===== config.mk =====
export PLATFORM = sky130hd
export DESIGN_NAME = spts_top
export DESIGN_NICKNAME = d
export VERILOG_FILES = /design/src/spts_pkg.sv /design/src/spts_top.sv
export VERILOG_INCLUDE_DIRS = /design/src
export SDC_FILE = /design/constraint.sdc
export NUM_CORES = 1
export LEC_CHECK = 0
export ABC_AREA = 1
export BUFFER_PORTS_ARGS = -buffer_cell sky130_fd_sc_hd__buf_4
export CAP_MARGIN = 20
export CORE_ASPECT_RATIO = 0.75
export CORE_UTILIZATION = 50
export DETAILED_ROUTE_END_ITERATION = 16
export GPL_TIMING_DRIVEN = 0
export HOLD_SLACK_MARGIN = 0.12
export MAX_ROUTING_LAYER = met4
export PLACE_DENSITY_LB_ADDON = 0.3
export SYNTH_ARGS = -nofsm -noshare
export SYNTH_HDL_FRONTEND = slang
export SYNTH_SLANG_ARGS = --single-unit

===== constraint.sdc =====
create_clock -name clk_i -period 3.4 [get_ports clk_i]
set_input_delay 0.17 -clock clk_i [delete_from_list [all_inputs] [get_ports clk_i]]
set_output_delay 0.17 -clock clk_i [all_outputs]
set_load 0.005 [all_outputs]

===== src/spts_consts.svh =====
// Register offsets, field positions and reset values of the SPI target semaphore block
`ifndef SPTS_CONSTS_SVH
`define SPTS_CONSTS_SVH
`define SPTS_OFF_ACQ_TASK 12'h024
`define SPTS_OFF_REL_TASK 12'h028
`define SPTS_OFF_ACQ_SUB 12'h0a4
`define SPTS_OFF_REL_SUB 12'h0a8
`define SPTS_OFF_EV_END 12'h104
`define SPTS_OFF_EV_RXFULL 12'h110
`define SPTS_OFF_EV_ACQ 12'h128
`define SPTS_OFF_PUB_END 12'h184
`define SPTS_OFF_PUB_RXFULL 12'h190
`define SPTS_OFF_PUB_ACQ 12'h1a8
`define SPTS_OFF_EVENT_TASK_SHORTCUTS 12'h200
`define SPTS_OFF_IRQ_SET 12'h304
`define SPTS_OFF_IRQ_CLR 12'h308
`define SPTS_OFF_SEMSTATE 12'h400
`define SPTS_OFF_STATUS 12'h440
`define SPTS_OFF_ENABLE 12'h500
`define SPTS_OFF_PIN_SCK 12'h508
`define SPTS_OFF_PIN_OUT 12'h50c
`define SPTS_OFF_PIN_IN 12'h510
`define SPTS_OFF_PIN_CS 12'h514
`define SPTS_OFF_RX_CNT 12'h530
`define SPTS_OFF_RX_PTR 12'h534
`define SPTS_OFF_RX_LIM 12'h538
`define SPTS_OFF_RX_LIST 12'h540
`define SPTS_OFF_TX_PTR 12'h544
`define SPTS_OFF_TX_LIM 12'h548
`define SPTS_OFF_TX_CNT 12'h54c
`define SPTS_OFF_TX_LIST 12'h550
`define SPTS_OFF_CONFIG 12'h554
`define SPTS_OFF_DEF_CHAR 12'h55c
`define SPTS_OFF_ORC_CHAR 12'h5c0
`define SPTS_ENABLE_VAL 4'h2
`define SPTS_SUB_EN_BIT 31
`define SPTS_SHORT_END_ACQ_BIT 2
`define SPTS_IRQ_END_BIT 1
`define SPTS_IRQ_RXFULL_BIT 4
`define SPTS_IRQ_ACQ_BIT 10
`define SPTS_ST_TX_EXCESS_FLAG_BIT 0
`define SPTS_ST_OVERFLOW_BIT 1
`define SPTS_PIN_RESET 32'hffffffff
`define SPTS_BITS_PER_BYTE 3'h7
`endif


===== src/spts_pkg.sv =====
// Types shared by the SPI target semaphore block
package spts_pkg;
   typedef enum logic [3:0] {
      SPTS_SEM_FREE = 4'b0001,
      SPTS_SEM_CPU = 4'b0010,
      SPTS_SEM_TGT = 4'b0100,
      SPTS_SEM_TGT_PEND = 4'b1000
   } spts_sem_t;
   typedef struct packed {
      logic valid;
      logic [7:0] chan;
   } spts_evch_t;
   typedef struct packed {
      logic en;
      logic [7:0] chan;
   } spts_chcfg_t;
endpackage : spts_pkg


===== src/spts_top.sv =====
// SPI target register block with buffer semaphore, byte engine and event routing
// Function
// RULE_01: Release task returns the semaphore from the CPU so the target may take it.
// RULE_02: Programmable default character is shifted out during ignored transactions.
// RULE_03: Receive byte count of the last granted transaction is readable.
// RULE_04: Transmit byte count of the last granted transaction is readable.
// RULE_05: Receive limit and receive buffer pointer registers exist.
// RULE_06: Transmit limit and transmit buffer pointer registers exist.
// RULE_07: Acquire and release tasks can subscribe to a selectable event channel.
// RULE_08: End, receive-full and acquired events publish onto configurable channels.
// RULE_09: Shortcut register lets the end event fire the acquire task.
// RULE_10: Status register records errors of the last transaction.
// RULE_11: Enable gives the CPU the semaphore silently; acquire while holding signals at once.
// RULE_12: Select low tries the semaphore; CPU holding means ignore; ties go to CPU.
// RULE_13: Granted end releases semaphore, raises end; one pending acquire then served.
// RULE_14: Excess received bytes dropped with overflow; excess reads send over-read character.
// RULE_15: Acquire task register is write-one trigger that reads back zero.
//
// Our own choice: the APB slave port.
`timescale 1ns/1ps
`include "spts_consts.svh"
`default_nettype none
module spts_top (
   input wire logic clk_i,
   input wire logic rst_b_i,
   input wire logic psel_i,
   input wire logic penable_i,
   input wire logic pwrite_i,
   input wire logic [11:0] paddr_i,
   input wire logic [31:0] pwdata_i,
   output logic [31:0] prdata_o,
   output logic pready_o,
   output logic pslverr_o,
   input wire logic sck_i,
   input wire logic cs_b_i,
   input wire logic mosi_i,
   output logic miso_o,
   output logic miso_oe_o,
   output logic rx_wr_o,
   output logic [31:0] rx_wr_addr_o,
   output logic [7:0] rx_wr_data_o,
   output logic [31:0] tx_rd_addr_o,
   input wire logic [7:0] tx_rd_data_i,
   input wire spts_pkg::spts_evch_t sub_i,
   output spts_pkg::spts_evch_t pub_end_o,
   output spts_pkg::spts_evch_t pub_rxfull_o,
   output spts_pkg::spts_evch_t pub_acq_o,
   output logic irq_o
);
   import spts_pkg::*;
   spts_sem_t sem;
   spts_chcfg_t acq_sub, rel_sub, end_pub, rxf_pub, acq_pub;
   logic [2:0] ev, inten, sck_s, cs_s;
   logic [1:0] status, mosi_s;
   logic short_end_acq, enable, enable_q, active, granted, ignored;
   logic [31:0] rx_ptr, tx_ptr, pin_sck, pin_out, pin_in, pin_cs;
   logic [15:0] rx_lim, tx_lim, rx_cnt, tx_cnt, rx_amt, tx_amt;
   logic [2:0] cfg;
   logic [1:0] rx_list, tx_list;
   logic [7:0] def_char, orc_char, rx_sh, tx_sh;
   logic [2:0] bitcnt;
   logic [31:0] rd_mux;
   logic map_hit;
   // Bus phases: one wait state, answer registered so outputs come from flops
   wire acc = psel_i & penable_i & ~pready_o;
   wire fire = psel_i & penable_i & pready_o;
   wire wr = fire & pwrite_i;
   wire [11:0] a = paddr_i;
   wire w0 = pwdata_i[0];
   // Synchronised SPI pins, edges seen between the second and third stage
   wire sck_rise = sck_s[1] & ~sck_s[2];
   wire sck_fall = ~sck_s[1] & sck_s[2];
   wire cs_fall = ~cs_s[1] & cs_s[2] & enable;
   wire cs_rise = cs_s[1] & ~cs_s[2];
   wire byte_done = active & sck_rise & (bitcnt == `SPTS_BITS_PER_BYTE);
   wire [7:0] rx_byte = {rx_sh[6:0], mosi_s[1]};
   // Task triggers from register writes and subscribed channels
   wire sub_acq = sub_i.valid & acq_sub.en & (sub_i.chan == acq_sub.chan); // RULE_07
   wire sub_rel = sub_i.valid & rel_sub.en & (sub_i.chan == rel_sub.chan); // RULE_07
   wire acq_task = ((wr & (a == `SPTS_OFF_ACQ_TASK) & w0) | sub_acq) & enable; // RULE_15
   wire rel_task = ((wr & (a == `SPTS_OFF_REL_TASK) & w0) | sub_rel) & enable; // RULE_01
   // A select edge only wins a free semaphore when the CPU is not asking too
   wire grant_now = cs_fall & (sem == SPTS_SEM_FREE) & ~acq_task; // RULE_12
   wire end_now = cs_rise & active & granted; // RULE_13
   wire rx_room = rx_cnt < rx_lim;
   wire tx_room = tx_cnt < tx_lim;
   wire rx_store = byte_done & granted & rx_room;
   wire rx_full_now = rx_store & (rx_cnt + 16'h0001 == rx_lim);
   wire ovf_now = byte_done & granted & ~rx_room; // RULE_14
   wire load_next = active & sck_fall & (bitcnt == 3'h0);
   wire tx_take = (grant_now | (load_next & granted)) & tx_room;
   wire ovr_now = (grant_now | (load_next & granted)) & ~tx_room; // RULE_14
   wire [7:0] tx_next = ignored ? def_char : (tx_room ? tx_rd_data_i : orc_char);
   wire acq_ev_now;
   wire [2:0] ev_set = {acq_ev_now, rx_full_now, end_now};
   wire [2:0] ev_wr = {wr & (a == `SPTS_OFF_EV_ACQ), wr & (a == `SPTS_OFF_EV_RXFULL),
      wr & (a == `SPTS_OFF_EV_END)};
   wire [2:0] irq_bits = {pwdata_i[`SPTS_IRQ_ACQ_BIT], pwdata_i[`SPTS_IRQ_RXFULL_BIT],
      pwdata_i[`SPTS_IRQ_END_BIT]};
   spts_sem_t next_sem;
   logic next_acq_ev;
   always_comb
   begin
      next_sem = sem;
      next_acq_ev = 1'b0;
      if (enable & ~enable_q)
         next_sem = SPTS_SEM_CPU; // RULE_11
      else if (~enable)
         next_sem = SPTS_SEM_FREE;
      else
         case (sem)
            SPTS_SEM_FREE:
            begin
               if (acq_task)
               begin
                  next_sem = SPTS_SEM_CPU;
                  next_acq_ev = 1'b1;
               end
               else if (grant_now)
                  next_sem = SPTS_SEM_TGT; // RULE_12
            end
            SPTS_SEM_CPU:
            begin
               if (rel_task)
                  next_sem = SPTS_SEM_FREE; // RULE_01
               else if (acq_task)
                  next_acq_ev = 1'b1; // RULE_11
            end
            SPTS_SEM_TGT:
            begin
               if (end_now & (acq_task | short_end_acq))
               begin
                  next_sem = SPTS_SEM_CPU; // RULE_09
                  next_acq_ev = 1'b1;
               end
               else if (end_now)
                  next_sem = SPTS_SEM_FREE; // RULE_13
               else if (acq_task)
                  next_sem = SPTS_SEM_TGT_PEND;
            end
            SPTS_SEM_TGT_PEND:
            begin
               // Several requests during the transaction collapse to one handover
               if (end_now)
               begin
                  next_sem = SPTS_SEM_CPU; // RULE_13
                  next_acq_ev = 1'b1;
               end
            end
            default: next_sem = SPTS_SEM_FREE;
         endcase
   end
   assign acq_ev_now = next_acq_ev;
   always_ff @(posedge clk_i or negedge rst_b_i)
   begin
      if (!rst_b_i)
      begin
         sem <= SPTS_SEM_FREE;
         enable_q <= 1'b0;
      end
      else
      begin
         sem <= next_sem;
         enable_q <= enable;
      end
   end
   // Pin synchronisers
   always_ff @(posedge clk_i or negedge rst_b_i)
   begin
      if (!rst_b_i)
      begin
         sck_s <= 3'h0;
         cs_s <= 3'h7;
         mosi_s <= 2'h0;
      end
      else
      begin
         sck_s <= {sck_s[1:0], sck_i};
         cs_s <= {cs_s[1:0], cs_b_i};
         mosi_s <= {mosi_s[0], mosi_i};
      end
   end
   // Byte engine, mode 0, most significant bit first
   always_ff @(posedge clk_i or negedge rst_b_i)
   begin
      if (!rst_b_i)
      begin
         active <= 1'b0;
         granted <= 1'b0;
         ignored <= 1'b0;
         bitcnt <= 3'h0;
         rx_sh <= 8'h00;
         tx_sh <= 8'h00;
         rx_cnt <= 16'h0000;
         tx_cnt <= 16'h0000;
         rx_amt <= 16'h0000;
         tx_amt <= 16'h0000;
         rx_wr_o <= 1'b0;
         rx_wr_addr_o <= 32'h00000000;
         rx_wr_data_o <= 8'h00;
         tx_rd_addr_o <= 32'h00000000;
      end
      else
      begin
         rx_wr_o <= rx_store;
         // Count is stale between frames, so the first byte comes from the pointer itself
         tx_rd_addr_o <= tx_ptr + {16'h0000, active ? tx_cnt : 16'h0000}; // RULE_06
         if (cs_fall)
         begin
            active <= 1'b1;
            granted <= grant_now;
            ignored <= ~grant_now; // RULE_12
            bitcnt <= 3'h0;
            rx_cnt <= 16'h0000;
            tx_cnt <= {15'h0000, grant_now & tx_room};
            tx_sh <= grant_now ? (tx_room ? tx_rd_data_i : orc_char) : def_char; // RULE_02
         end
         else if (cs_rise | ~enable)
         begin
            active <= 1'b0;
            granted <= 1'b0;
            ignored <= 1'b0;
            if (end_now)
            begin
               rx_amt <= rx_cnt; // RULE_03
               tx_amt <= tx_cnt; // RULE_04
            end
         end
         else if (active)
         begin
            if (sck_rise)
            begin
               bitcnt <= bitcnt + 3'h1;
               rx_sh <= rx_byte;
            end
            if (sck_fall)
               tx_sh <= (bitcnt == 3'h0) ? tx_next : {tx_sh[6:0], 1'b0}; // RULE_02
            if (rx_store)
            begin
               rx_cnt <= rx_cnt + 16'h0001; // RULE_05
               rx_wr_addr_o <= rx_ptr + {16'h0000, rx_cnt};
               rx_wr_data_o <= rx_byte;
            end
            if (tx_take)
               tx_cnt <= tx_cnt + 16'h0001; // RULE_06
         end
      end
   end
   assign miso_o = tx_sh[7];
   assign miso_oe_o = active;
   // Register file
   always_ff @(posedge clk_i or negedge rst_b_i)
   begin
      if (!rst_b_i)
      begin
         acq_sub <= '0;
         rel_sub <= '0;
         end_pub <= '0;
         rxf_pub <= '0;
         acq_pub <= '0;
         short_end_acq <= 1'b0;
         inten <= 3'h0;
         ev <= 3'h0;
         status <= 2'h0;
         enable <= 1'b0;
         pin_sck <= `SPTS_PIN_RESET;
         pin_out <= `SPTS_PIN_RESET;
         pin_in <= `SPTS_PIN_RESET;
         pin_cs <= `SPTS_PIN_RESET;
         rx_ptr <= 32'h00000000;
         tx_ptr <= 32'h00000000;
         rx_lim <= 16'h0000;
         tx_lim <= 16'h0000;
         rx_list <= 2'h0;
         tx_list <= 2'h0;
         cfg <= 3'h0;
         def_char <= 8'h00;
         orc_char <= 8'h00;
      end
      else
      begin
         // Hardware set wins over a software clear in the same cycle
         ev <= (ev & ~(ev_wr & {3{w0}})) | ev_set;
         status <= (status & ~({2{wr & (a == `SPTS_OFF_STATUS)}} & pwdata_i[1:0]))
            | {ovf_now, ovr_now}; // RULE_10
         if (wr)
         begin
            if (a == `SPTS_OFF_ACQ_SUB)
               acq_sub <= {pwdata_i[`SPTS_SUB_EN_BIT], pwdata_i[7:0]}; // RULE_07
            else if (a == `SPTS_OFF_REL_SUB)
               rel_sub <= {pwdata_i[`SPTS_SUB_EN_BIT], pwdata_i[7:0]}; // RULE_07
            else if (a == `SPTS_OFF_PUB_END)
               end_pub <= {pwdata_i[`SPTS_SUB_EN_BIT], pwdata_i[7:0]}; // RULE_08
            else if (a == `SPTS_OFF_PUB_RXFULL)
               rxf_pub <= {pwdata_i[`SPTS_SUB_EN_BIT], pwdata_i[7:0]}; // RULE_08
            else if (a == `SPTS_OFF_PUB_ACQ)
               acq_pub <= {pwdata_i[`SPTS_SUB_EN_BIT], pwdata_i[7:0]}; // RULE_08
            else if (a == `SPTS_OFF_EVENT_TASK_SHORTCUTS)
               short_end_acq <= pwdata_i[`SPTS_SHORT_END_ACQ_BIT]; // RULE_09
            else if (a == `SPTS_OFF_IRQ_SET)
               inten <= inten | irq_bits;
            else if (a == `SPTS_OFF_IRQ_CLR)
               inten <= inten & ~irq_bits;
            else if (a == `SPTS_OFF_ENABLE)
               enable <= (pwdata_i[3:0] == `SPTS_ENABLE_VAL);
            // Pin selects only matter while disabled, so they are not write-locked
            else if (a == `SPTS_OFF_PIN_SCK)
               pin_sck <= pwdata_i;
            else if (a == `SPTS_OFF_PIN_OUT)
               pin_out <= pwdata_i;
            else if (a == `SPTS_OFF_PIN_IN)
               pin_in <= pwdata_i;
            else if (a == `SPTS_OFF_PIN_CS)
               pin_cs <= pwdata_i;
            else if (a == `SPTS_OFF_RX_PTR)
               rx_ptr <= pwdata_i; // RULE_05
            else if (a == `SPTS_OFF_RX_LIM)
               rx_lim <= pwdata_i[15:0]; // RULE_05
            else if (a == `SPTS_OFF_RX_LIST)
               rx_list <= pwdata_i[1:0];
            else if (a == `SPTS_OFF_TX_PTR)
               tx_ptr <= pwdata_i; // RULE_06
            else if (a == `SPTS_OFF_TX_LIM)
               tx_lim <= pwdata_i[15:0]; // RULE_06
            else if (a == `SPTS_OFF_TX_LIST)
               tx_list <= pwdata_i[1:0];
            else if (a == `SPTS_OFF_CONFIG)
               cfg <= pwdata_i[2:0];
            else if (a == `SPTS_OFF_DEF_CHAR)
               def_char <= pwdata_i[7:0]; // RULE_02
            else if (a == `SPTS_OFF_ORC_CHAR)
               orc_char <= pwdata_i[7:0]; // RULE_14
         end
      end
   end
   // Read decode; task registers are decoded but read back zero
   always_comb
   begin
      rd_mux = 32'h00000000;
      map_hit = 1'b1;
      if (a == `SPTS_OFF_ACQ_TASK || a == `SPTS_OFF_REL_TASK)
         rd_mux = 32'h00000000; // RULE_15
      else if (a == `SPTS_OFF_ACQ_SUB)
         rd_mux = {acq_sub.en, 23'h000000, acq_sub.chan};
      else if (a == `SPTS_OFF_REL_SUB)
         rd_mux = {rel_sub.en, 23'h000000, rel_sub.chan};
      else if (a == `SPTS_OFF_EV_END)
         rd_mux = {31'h00000000, ev[0]};
      else if (a == `SPTS_OFF_EV_RXFULL)
         rd_mux = {31'h00000000, ev[1]};
      else if (a == `SPTS_OFF_EV_ACQ)
         rd_mux = {31'h00000000, ev[2]};
      else if (a == `SPTS_OFF_PUB_END)
         rd_mux = {end_pub.en, 23'h000000, end_pub.chan};
      else if (a == `SPTS_OFF_PUB_RXFULL)
         rd_mux = {rxf_pub.en, 23'h000000, rxf_pub.chan};
      else if (a == `SPTS_OFF_PUB_ACQ)
         rd_mux = {acq_pub.en, 23'h000000, acq_pub.chan};
      else if (a == `SPTS_OFF_EVENT_TASK_SHORTCUTS)
         rd_mux = {29'h00000000, short_end_acq, 2'h0};
      else if (a == `SPTS_OFF_IRQ_SET || a == `SPTS_OFF_IRQ_CLR)
         rd_mux = {21'h000000, inten[2], 5'h00, inten[1], 2'h0, inten[0], 1'b0};
      else if (a == `SPTS_OFF_SEMSTATE)
         rd_mux = {28'h0000000, sem};
      else if (a == `SPTS_OFF_STATUS)
         rd_mux = {30'h00000000, status}; // RULE_10
      else if (a == `SPTS_OFF_ENABLE)
         rd_mux = enable ? {28'h0000000, `SPTS_ENABLE_VAL} : 32'h00000000;
      else if (a == `SPTS_OFF_PIN_SCK)
         rd_mux = pin_sck;
      else if (a == `SPTS_OFF_PIN_OUT)
         rd_mux = pin_out;
      else if (a == `SPTS_OFF_PIN_IN)
         rd_mux = pin_in;
      else if (a == `SPTS_OFF_PIN_CS)
         rd_mux = pin_cs;
      else if (a == `SPTS_OFF_RX_CNT)
         rd_mux = {16'h0000, rx_amt}; // RULE_03
      else if (a == `SPTS_OFF_RX_PTR)
         rd_mux = rx_ptr;
      else if (a == `SPTS_OFF_RX_LIM)
         rd_mux = {16'h0000, rx_lim};
      else if (a == `SPTS_OFF_RX_LIST)
         rd_mux = {30'h00000000, rx_list};
      else if (a == `SPTS_OFF_TX_PTR)
         rd_mux = tx_ptr;
      else if (a == `SPTS_OFF_TX_LIM)
         rd_mux = {16'h0000, tx_lim};
      else if (a == `SPTS_OFF_TX_CNT)
         rd_mux = {16'h0000, tx_amt}; // RULE_04
      else if (a == `SPTS_OFF_TX_LIST)
         rd_mux = {30'h00000000, tx_list};
      else if (a == `SPTS_OFF_CONFIG)
         rd_mux = {29'h00000000, cfg};
      else if (a == `SPTS_OFF_DEF_CHAR)
         rd_mux = {24'h000000, def_char};
      else if (a == `SPTS_OFF_ORC_CHAR)
         rd_mux = {24'h000000, orc_char};
      else
         map_hit = 1'b0;
   end
   always_ff @(posedge clk_i or negedge rst_b_i)
   begin
      if (!rst_b_i)
      begin
         pready_o <= 1'b0;
         pslverr_o <= 1'b0;
         prdata_o <= 32'h00000000;
         irq_o <= 1'b0;
         pub_end_o <= '0;
         pub_rxfull_o <= '0;
         pub_acq_o <= '0;
      end
      else
      begin
         pready_o <= acc;
         pslverr_o <= acc & ~map_hit;
         prdata_o <= (acc & ~pwrite_i) ? rd_mux : 32'h00000000;
         irq_o <= |(ev & inten);
         pub_end_o <= {end_now & end_pub.en, end_pub.chan}; // RULE_08
         pub_rxfull_o <= {rx_full_now & rxf_pub.en, rxf_pub.chan}; // RULE_08
         pub_acq_o <= {acq_ev_now & acq_pub.en, acq_pub.chan}; // RULE_08
      end
   end
endmodule : spts_top
`default_nettype wire


**Word level (Yosys, flattened, before mapping)**

Index checks and enable logic that the tools add are counted.

- Add/sub/neg operators: 5
- $lt $le $gt $ge: 2
- Equal/unequal tests: 45
- Mux-type cells: 104
- Bitwise logic cells: 99
- Reductions and logical operators: 40

Operators by type and width:

| operator | number |
|---|---|
| 32-bit 2-to-1 mux | 24 |
| 12-bit by 11-bit == test with 1-bit output (second input constant) | 18 |
| 16-bit 2-to-1 mux | 11 |
| 8-bit 2-to-1 mux | 12 |
| 12-bit by 9-bit == test with 1-bit output (second input constant) | 6 |
| 32-bit by 16-bit adder with 32-bit output | 2 |
| 1-bit AND | 46 |
| 1-bit 2-to-1 mux | 39 |
| 12-bit by 10-bit == test with 1-bit output (second input constant) | 3 |
| 4-bit 2-to-1 mux | 9 |
| 1-bit inverter | 36 |
| 16-bit by 1-bit adder with 16-bit output (second input constant) | 2 |
| 16-bit < comparator | 2 |
| 12-bit by 6-bit == test with 1-bit output (second input constant) | 2 |
| 12-bit by 8-bit == test with 1-bit output (second input constant) | 2 |
| 23-bit AND reduction | 1 |
| 22-bit AND reduction | 1 |
| 21-bit AND reduction | 1 |
| 20-bit AND reduction | 1 |
| 19-bit AND reduction | 1 |
| 3-bit 2-to-1 mux | 6 |
| 18-bit AND reduction | 1 |
| 3-bit AND reduction | 6 |
| 17-bit AND reduction | 1 |
| 39 further kinds | 62 |

- Flip-flop bits (word level): 535
- Input port bits: 69
- Output and inout bits: 137
- Logic and storage cells: 352

**Logic depth before layout (Yosys ltp)**

Gate-level depths: netlist of the first run.

- Word-level depth: 32
- Mapped depth: 26

**Least setup slack after synthesis of the first run**

No wires, ideal clock.

- Path type: reg2reg
- Start point: register active (netlist: miso_oe_o)
- End point: register tx_rd_addr_o[30]
- Library setup time: 0.123 ns
- Data arrival time: 3.018 ns
- Data required time: 3.277 ns
- Slack: 0.259 ns
- Cell stages (with the launch flop): 19
- Buffers on the path: 2
- Period minus slack after synthesis: 3.141 ns
- Cell sequence: dfrtp_1 -> buf_2 -> clkbuf_1 -> nand2_1 -> inv_1 -> ha_1 -> inv_1 -> fa_1 -> inv_1 -> a31oi_1 -> o21ai_1 -> nand4_1 -> nand3_1 -> a21oi_1 -> o21ai_1 -> nand4_1 -> nor4_1 -> nand2_1 -> xnor2_1

- Cells in the longest elaborated chain, start to end: 2

RTL lines:

| item | RTL line | RTL |
|---|---|---|
| start: declaration | spts_top.sv:55 | `logic short_end_acq, enable, enable_q, active, granted, ignored;` |
| start signal: assignment | spts_top.sv:188 | `active <= 1'b0;` |
| start signal: assignment | spts_top.sv:210 | `active <= 1'b1;` |
| start signal: assignment | spts_top.sv:220 | `active <= 1'b0;` |
| 16-bit 2-to-1 mux | spts_top.sv:207 | `tx_rd_addr_o <= tx_ptr + {16'h0000, active ? tx_cnt : 16'h0000};` |
| 32-bit by 16-bit adder with 32-bit output | spts_top.sv:207 |  |
| end signal: assignment | spts_top.sv:207 |  |
| end: declaration | spts_top.sv:42 | `output logic [31:0] tx_rd_addr_o,` |

No other way between the ends.
A chain may end at the register's enable or synchronous reset.

**Final worst setup path of the first run**

- Start point: input paddr_i[4]
- End point: register prdata_o[7]

- Cells in the longest elaborated chain, start to end: 31
- Elaborated cells between the ends (all ways): 63
- Classes of those cells: 31 x eq/ne; 30 x mux; 2 x reduce/logical

RTL lines:

| item | RTL line | RTL |
|---|---|---|
| start: declaration | spts_top.sv:29 | `input wire logic [11:0] paddr_i,` |
| 12-bit by 11-bit == test with 1-bit output (no line) | n/a |  |
| 8-bit 2-to-1 mux | spts_top.sv:397 | `` else if (a == `SPTS_OFF_ORC_CHAR) `` |
| 8-bit 2-to-1 mux | spts_top.sv:395 | `` else if (a == `SPTS_OFF_DEF_CHAR) `` |
| 8-bit 2-to-1 mux | spts_top.sv:393 | `` else if (a == `SPTS_OFF_CONFIG) `` |
| 8-bit 2-to-1 mux | spts_top.sv:391 | `` else if (a == `SPTS_OFF_TX_LIST) `` |
| 16-bit 2-to-1 mux | spts_top.sv:389 | `` else if (a == `SPTS_OFF_TX_CNT) `` |
| 16-bit 2-to-1 mux | spts_top.sv:387 | `` else if (a == `SPTS_OFF_TX_LIM) `` |
| 32-bit 2-to-1 mux | spts_top.sv:385 | `` else if (a == `SPTS_OFF_TX_PTR) `` |
| (+15 left out) | n/a |  |
| 32-bit 2-to-1 mux | spts_top.sv:353 | `` else if (a == `SPTS_OFF_PUB_END) `` |
| 32-bit 2-to-1 mux | spts_top.sv:351 | `` else if (a == `SPTS_OFF_EV_ACQ) `` |
| 32-bit 2-to-1 mux | spts_top.sv:349 | `` else if (a == `SPTS_OFF_EV_RXFULL) `` |
| 32-bit 2-to-1 mux | spts_top.sv:347 | `` else if (a == `SPTS_OFF_EV_END) `` |
| 32-bit 2-to-1 mux | spts_top.sv:345 | `` else if (a == `SPTS_OFF_REL_SUB) `` |
| 32-bit 2-to-1 mux | spts_top.sv:343 | `` else if (a == `SPTS_OFF_ACQ_SUB) `` |
| 32-bit 2-to-1 mux * | spts_top.sv:341 | `` if (a == `SPTS_OFF_ACQ_TASK \|\| a == `SPTS_OFF_REL_TASK) `` |
| 32-bit 2-to-1 mux * | spts_top.sv:418 | `prdata_o <= (acc & ~pwrite_i) ? rd_mux : 32'h00000000;` |
| end signal: assignment | spts_top.sv:418 |  |
| end: declaration | spts_top.sv:31 | `output logic [31:0] prdata_o,` |

Mark *: on every way between the ends. The rest lies on a longest branch, timed or not.

==> out/metrics.cfg, run 1 <==
[grt]
antenna_found_initial=0
met1_usage_pct=48.2
track_usage_pct=34.3
met2_usage_pct=47.3
grt_pass1_wl_mm=133
grt_use_met3_pct=10.8
busiest_layer=met1
grt_overflow=0
grt_max_degree=131
grt_pass1_vias=22600

[sta]
hold_viol_final=0
worstMarginPinSlew_ns=1.13
period_minus_slack_ns=3.25
max_slew_margin_pct=24.3
finalSetupTns_ns=0
period_share_pct=95.5
skew_ns=0.0201
drv_slew=0
fmaxAchievable_mhz=308
setup_viol=0
grt_setup_unrepaired=yes

[synthesis]
synth_top_area_share_pct=38.9
mappedNetlistNets=3148
synthCells=3009
syn_area_per_cell_um2=8.61
ys_types=60
synth.area.top_cells=dfrtp_1 39%, dfstp_2 13%, nand2_1 11%
synthFlopType=dfrtp_1
ys_seq_elements=535
synth_top_area_cell=dfrtp_1
synth_edf_count=0
seq_area_frac_synth_pct=52.3
ys_warn_count=0
synthArstFlopShare_pct=100
syn_area_mm2=0.0259

[placement]
finalWeightedCongestion=1.02
dp.cells=3876
placed_area_mm2=0.0284
port_buffers=205
hpwl_mm=65.0

[final_layout]
fin_nets=3478
area_growth_syn_to_layout_pct=20.0
stdcell_area_mm2=0.0311
regArea_mm2=0.0136
final_common_cell=nand2_1
finalNonFillerCells=4041
final_cell_mix=732 x nand2_1, 487 x o21ai_0, 403 x dfrtp_1, 277 x inv_1, 215 x buf_4
fin_util_pct=61.4
drive_gt1_share_pct=16.4
antennaDiodeCount=0
multi_input_area_mm2=0.0108
fill_cells=4262

[worst_setup_path]
cp_cell_sequence=dlygate4sd3_1 > buf_4 > nor2_1 > nand3_1 > nor2_1 > nand3_1 > nand2_1 > o21ai_0 > nand3_1 > o2111ai_1 > o211ai_1 > a21boi_0 > o31ai_1 > nand2_1 > nand2_1 > nand2_1 > a21oi_1
crit_family=simple AND/OR/NAND/NOR gates
cpMostUsedCell=nand2_1
reg2regPathDepth=16
r2r-end=rx_cnt[2]$_DFFE_PN0P_
arrival_ns=3.78
endpoint_kind=flop
crit_required_ns=3.93
crit_path_start_kind=primary input
crit_start=paddr_i[4]
crit_path_max_incr_delay_ns=0.54
critPathSlowestCell=dlygate4sd3_1
worstSetupEndpoint=prdata_o[7]$_DFF_PN0_
crit_type=primary input to flop
r2r_start=rx_lim[1]$_DFFE_PN0P_
cp_num_cells=17
ff2ff_setup_slack_ns=0.20
path_buf_inv=2
crit_fanout=7

[outcome]
status=completed

[routing]
num_vias=23800
drc=0
drt_wl_total_mm=87.4
dr.first_iter.drc_count=3171
post_drt_via_cell_ratio=5.90
ant_nets=0
routedWlPerCell_um=21.6
dr.pass1.iters=6

[floorplanning]
die_y_um=199
dieArea_mm2=0.0527
rows=71
coreArea_mm2=0.0506
start_util_pct=51.1
fp.dieW_um=265
ios=206

[run]
cap_violations=0

[clock_network]
cts.sinks=535
clock_latency_ns=0.62
cts.path.max_buffers=3
cts-buffers-inserted=53
cts_tree=done
cts.clk_slew.worst_paths_ns=0.07
cts-htree-levels=2
root_buffer=clkbuf_16

[power]
power.density_mw_per_mm2=471
p_total_w=0.0146
leakagePower_nw=14.3
ir_drop_mv=0.412

[hold_path]
hp-start=pwrite_i
hold_class=primary input to flop

-- what timing repair did --
item	4_1_cts	5_1_grt
hold buffers	52	0
pin swaps	2	6
endpoints found under the setup margin	67	77
gates resized for setup	11	25
setup buffers	3	7
endpoints found under the hold margin	375	0
-- cells in the mapped netlist (all sizes together) (27+ instances only) --
library cell  instances
a21oi               158
clkbuf              107
dfrtp               403
dfstp               132
ha                   68
inv                 287
nand2               737
nand3               101
nand4                40
nor2                145
nor3                 44
o21ai               503
xnor2                27
xor2                 56
-- tightest hold or removal path, cell delays in order --
cell and delay (ns):
buf_4 0.12, nand4_1 0.20, nor2_1 0.09, o21ai_0 0.14
-- layer usage --
metal,vias to the layer above,wire length [µm]
met5,-,0
met4,0,2640
met3,188,11400
met2,1342,36300
met1,11600,37000
li1,10700,-
-- flip-flops by register name, summed over array words and instances (netlist names), 9 cells and up, named ones only --
register      flops
acq_pub           9
acq_sub           9
end_pub           9
pin_cs           32
pin_in           32
pin_out          32
pin_sck          32
prdata_o         32
pub_acq_o         9
pub_end_o         9
pub_rxfull_o      9
rel_sub           9
rx_amt           16
rx_cnt           16
rx_lim           16
rx_ptr           32
rx_wr_addr_o     32
rxf_pub           9
tx_amt           16
tx_cnt           16
tx_lim           16
tx_ptr           32
tx_rd_addr_o     32
-- area by class of cell --
| cell class | count | share of cell area, % |
|---|---|---|
| clock buffer | 71 | 4.94 |
| multi-input combinational | 2054 | 34.8 |
| timing repair buffer | 276 | 7.40 |
| buffer | 127 | 1.66 |
| tap | 657 | 2.64 |
| sequential | 535 | 43.6 |
| clock inverter | 29 | 1.42 |
| inverter | 292 | 3.53 |
-- through the flow --
step / setup WS (ns) / hold WS [ns]
after floorplan: 0.259 / -0.126
after global placement: -3.30 / 0.280
after detailed placement: -0.853 / 0.202
after CTS: 0.00569 / 0.128
after global routing: -0.0414 / 0.177
final: 0.153 / 0.140
-- power breakdown --
part | total (W) | internal, W | switching, W
logic | 0.00133 | 0.000460 | 0.000868
registers | 0.00664 | 0.00653 | 0.000112
clock network | 0.00668 | 0.00402 | 0.00266
total | 0.0146 | 0.0110 | 0.00364
-- how the worst min path moves through the flow --
stage	to	slack [ns]	cells after the start
after global routing	enable$_DFFE_PN0P_	0.18	4
after CTS	enable$_DFFE_PN0P_	0.13	4
after detailed placement	pub_end_o[7]$_DFF_PN0_	0.20	1
final	enable$_DFFE_PN0P_	0.14	4
after floorplan	async pin	-0.13	0
after global placement	sck_s[0]$_DFF_PN0_	0.28	1
-- kinds of logic (layout without fill, tap and decap cells) --
kind of cell / after synthesis / count (layout) / synth area share (%)
and+or+nand+nor: 1095 / 1095 / 17.8
muxes: 11 / 11 / 0.459
buffers and inverters: 420 / 795 / 6.19
xor gates and xnor gates: 83 / 83 / 2.81
adders and majority gates: 70 / 70 / 3.44
DFF: 535 / 535 / 52.3
AOI/OAI and AO/OA: 795 / 795 / 17.0
Note: power is estimated with default switching activity, not from simulation.
==> inputs of run 2 (changes only) <==
PLACE_DENSITY = 0.7   (was unset)
PLACE_DENSITY_LB_ADDON = unset   (was 0.3)
==> out/metrics.cfg, run 2 (synthesized netlist as in run 1, its figures left out) <==
[sta]
worstMarginPinSlew_ns=1.19
period_minus_slack_ns=3.17
setup_viol=0
skew_ns=0.0192
max_slew_margin_pct=20.9
drv_slew=0
period_share_pct=93.2
fmaxAchievable_mhz=315
hold_viol_final=0
setup_ws_ns=0.230

[grt]
antenna_found_initial=2
grt_pass1_vias=22200
track_usage_pct=34.9
grt_max_degree=130
grt_overflow=0
grt_pass1_wl_mm=134

[worst_setup_path]
ff2ff_setup_slack_ns=0.24
arrival_ns=3.66
crit_required_ns=3.89
crit_path_start_kind=primary input
endpoint_kind=flop
crit_fanout=4
crit_type=primary input to flop

[floorplanning]
fp.dieW_um=265
ios=206
start_util_pct=51.1
dieArea_mm2=0.0527
rows=71
die_y_um=199
coreArea_mm2=0.0506

[placement]
finalWeightedCongestion=0.998
port_buffers=205
hpwl_mm=66.9
dp.cells=3878
dp_slack_ns=-0.575

[routing]
post_drt_via_cell_ratio=5.81
dr.pass1.iters=6
num_vias=23500
dr.first_iter.drc_count=2631
routedWlPerCell_um=22.1
ant_nets=0
drc=0
drt_wl_total_mm=89.2

[power]
leakagePower_nw=14.4
ir_drop_mv=0.448
power.density_mw_per_mm2=474

[clock_network]
cts-buffers-inserted=54
cts.path.max_buffers=3
cts.sinks=535
root_buffer=clkbuf_16
cts-htree-levels=2
clock_latency_ns=0.62
cts.clk_slew.worst_paths_ns=0.06
cts_tree=done

[run]
cap_violations=0

[final_layout]
final_cell_mix=732 x nand2_1, 487 x o21ai_0, 402 x dfrtp_1, 278 x inv_1, 217 x buf_4
area_growth_syn_to_layout_pct=20.3
drive_gt1_share_pct=16.4
finalNonFillerCells=4043
fill_cells=4376
fin_nets=3480
final_common_cell=nand2_1

[hold_path]
hold_class=primary input to flop

[outcome]
status=completed

run 2: cell types whose count changed in the layout (fill, tap and decap cells not counted), moves of 2 or more:
cell	change
buf_4	+2
clkbuf_1	-3
clkbuf_16	+2
clkbuf_2	-2
diode_2	+2
inv_6	-2
run 2: layer usage:
layer / GRT usage [%] / vias to the layer above / part of all wire [%]
met4: 8.41 / 0 / 2.2
met5: - / - / 0
met1: 49.7 / 11500 / 44
li1: - / 10700 / -
met3: 11.7 / 140 / 12
met2: 47.7 / 1154 / 41
run 2: path summary, 6_finish.rpt:
check | start | end | cells past startpoint
setup / recovery | paddr_i[4] | short_end_acq$_DFFE_PN0P_ | 14
setup reg to reg | rx_cnt[1]$_DFFE_PN0P_ | pub_rxfull_o[8]$_DFF_PN0_ | 13
hold reg to reg | sck_s[0]$_DFF_PN0_ | sck_s[1]$_DFF_PN0_ | 0
min in group asynchronous | rst_b_i | pub_end_o[4]$_DFF_PN0_ | 3
max in group asynchronous | rst_b_i | prdata_o[14]$_DFF_PN0_ | 5
hold / removal | paddr_i[9] | status[1]$_DFF_PN0_ | 7
run 2: repair_timing:
action                                  4_1_cts  5_1_grt
gates cloned                                  0        0
endpoints found under the hold margin       330        0
endpoints found under the setup margin       60       61
hold buffers                                 52        0
gates resized for setup                       5       33
setup buffers                                 1        8
pin swaps                                     1        5
run 2: worst max-delay path, cell delays in order:
cell and delay, ns:
dlygate4sd3_1 0.54, buf_4 0.15, nor2_1 0.13, inv_1 0.11
nor2_1 0.24, inv_1 0.14, nor2_1 0.11, inv_1 0.08
nor4_1 0.52, dlygate4sd3_1 0.66, nand2_1 0.07, nand2_1 0.07
o21ai_0 0.07, dlygate4sd3_1 0.58
run 2: final cells by class:
class | instances | area, µm² | share of cell area [%]
antenna | 2 | 5.00 | 0.0161
buffer | 127 | 519 | 1.67
clock buffer | 71 | 1590 | 5.10
clock inverter | 28 | 448 | 1.44
inverter | 292 | 1100 | 3.52
multi-input combinational | 2054 | 10800 | 34.7
sequential | 535 | 13600 | 43.5
tap | 657 | 822 | 2.64
timing repair buffer | 277 | 2310 | 7.41
run 2: through the flow:
| step | hold slack (ns) | setup TNS, ns | power, W | utilization (%) | area [µm²] |
|---|---|---|---|---|---|
| after floorplan | -0.126 | 0 | 0.00737 | - | 25900 |
| after global placement | 0.279 | -1582.95 | 0.00791 | 55.8 | 28300 |
| after detailed placement | -0.0479 | -21.98 | 0.00796 | 56.1 | 28400 |
| after CTS | 0.123 | -0.265 | 0.0148 | 61.2 | 31000 |
| after global routing | 0.199 | -0.0279 | 0.0152 | 61.5 | 31100 |
| final | 0.165 | 0 | 0.0148 | 61.5 | 31100 |
run 2: where the power goes:
part | internal [W] | total, W | switching (W)
logic | 0.000455 | 0.00132 | 0.000866
clock network | 0.00419 | 0.00680 | 0.00262
registers | 0.00653 | 0.00664 | 0.000114
total | 0.0112 | 0.0148 | 0.00360
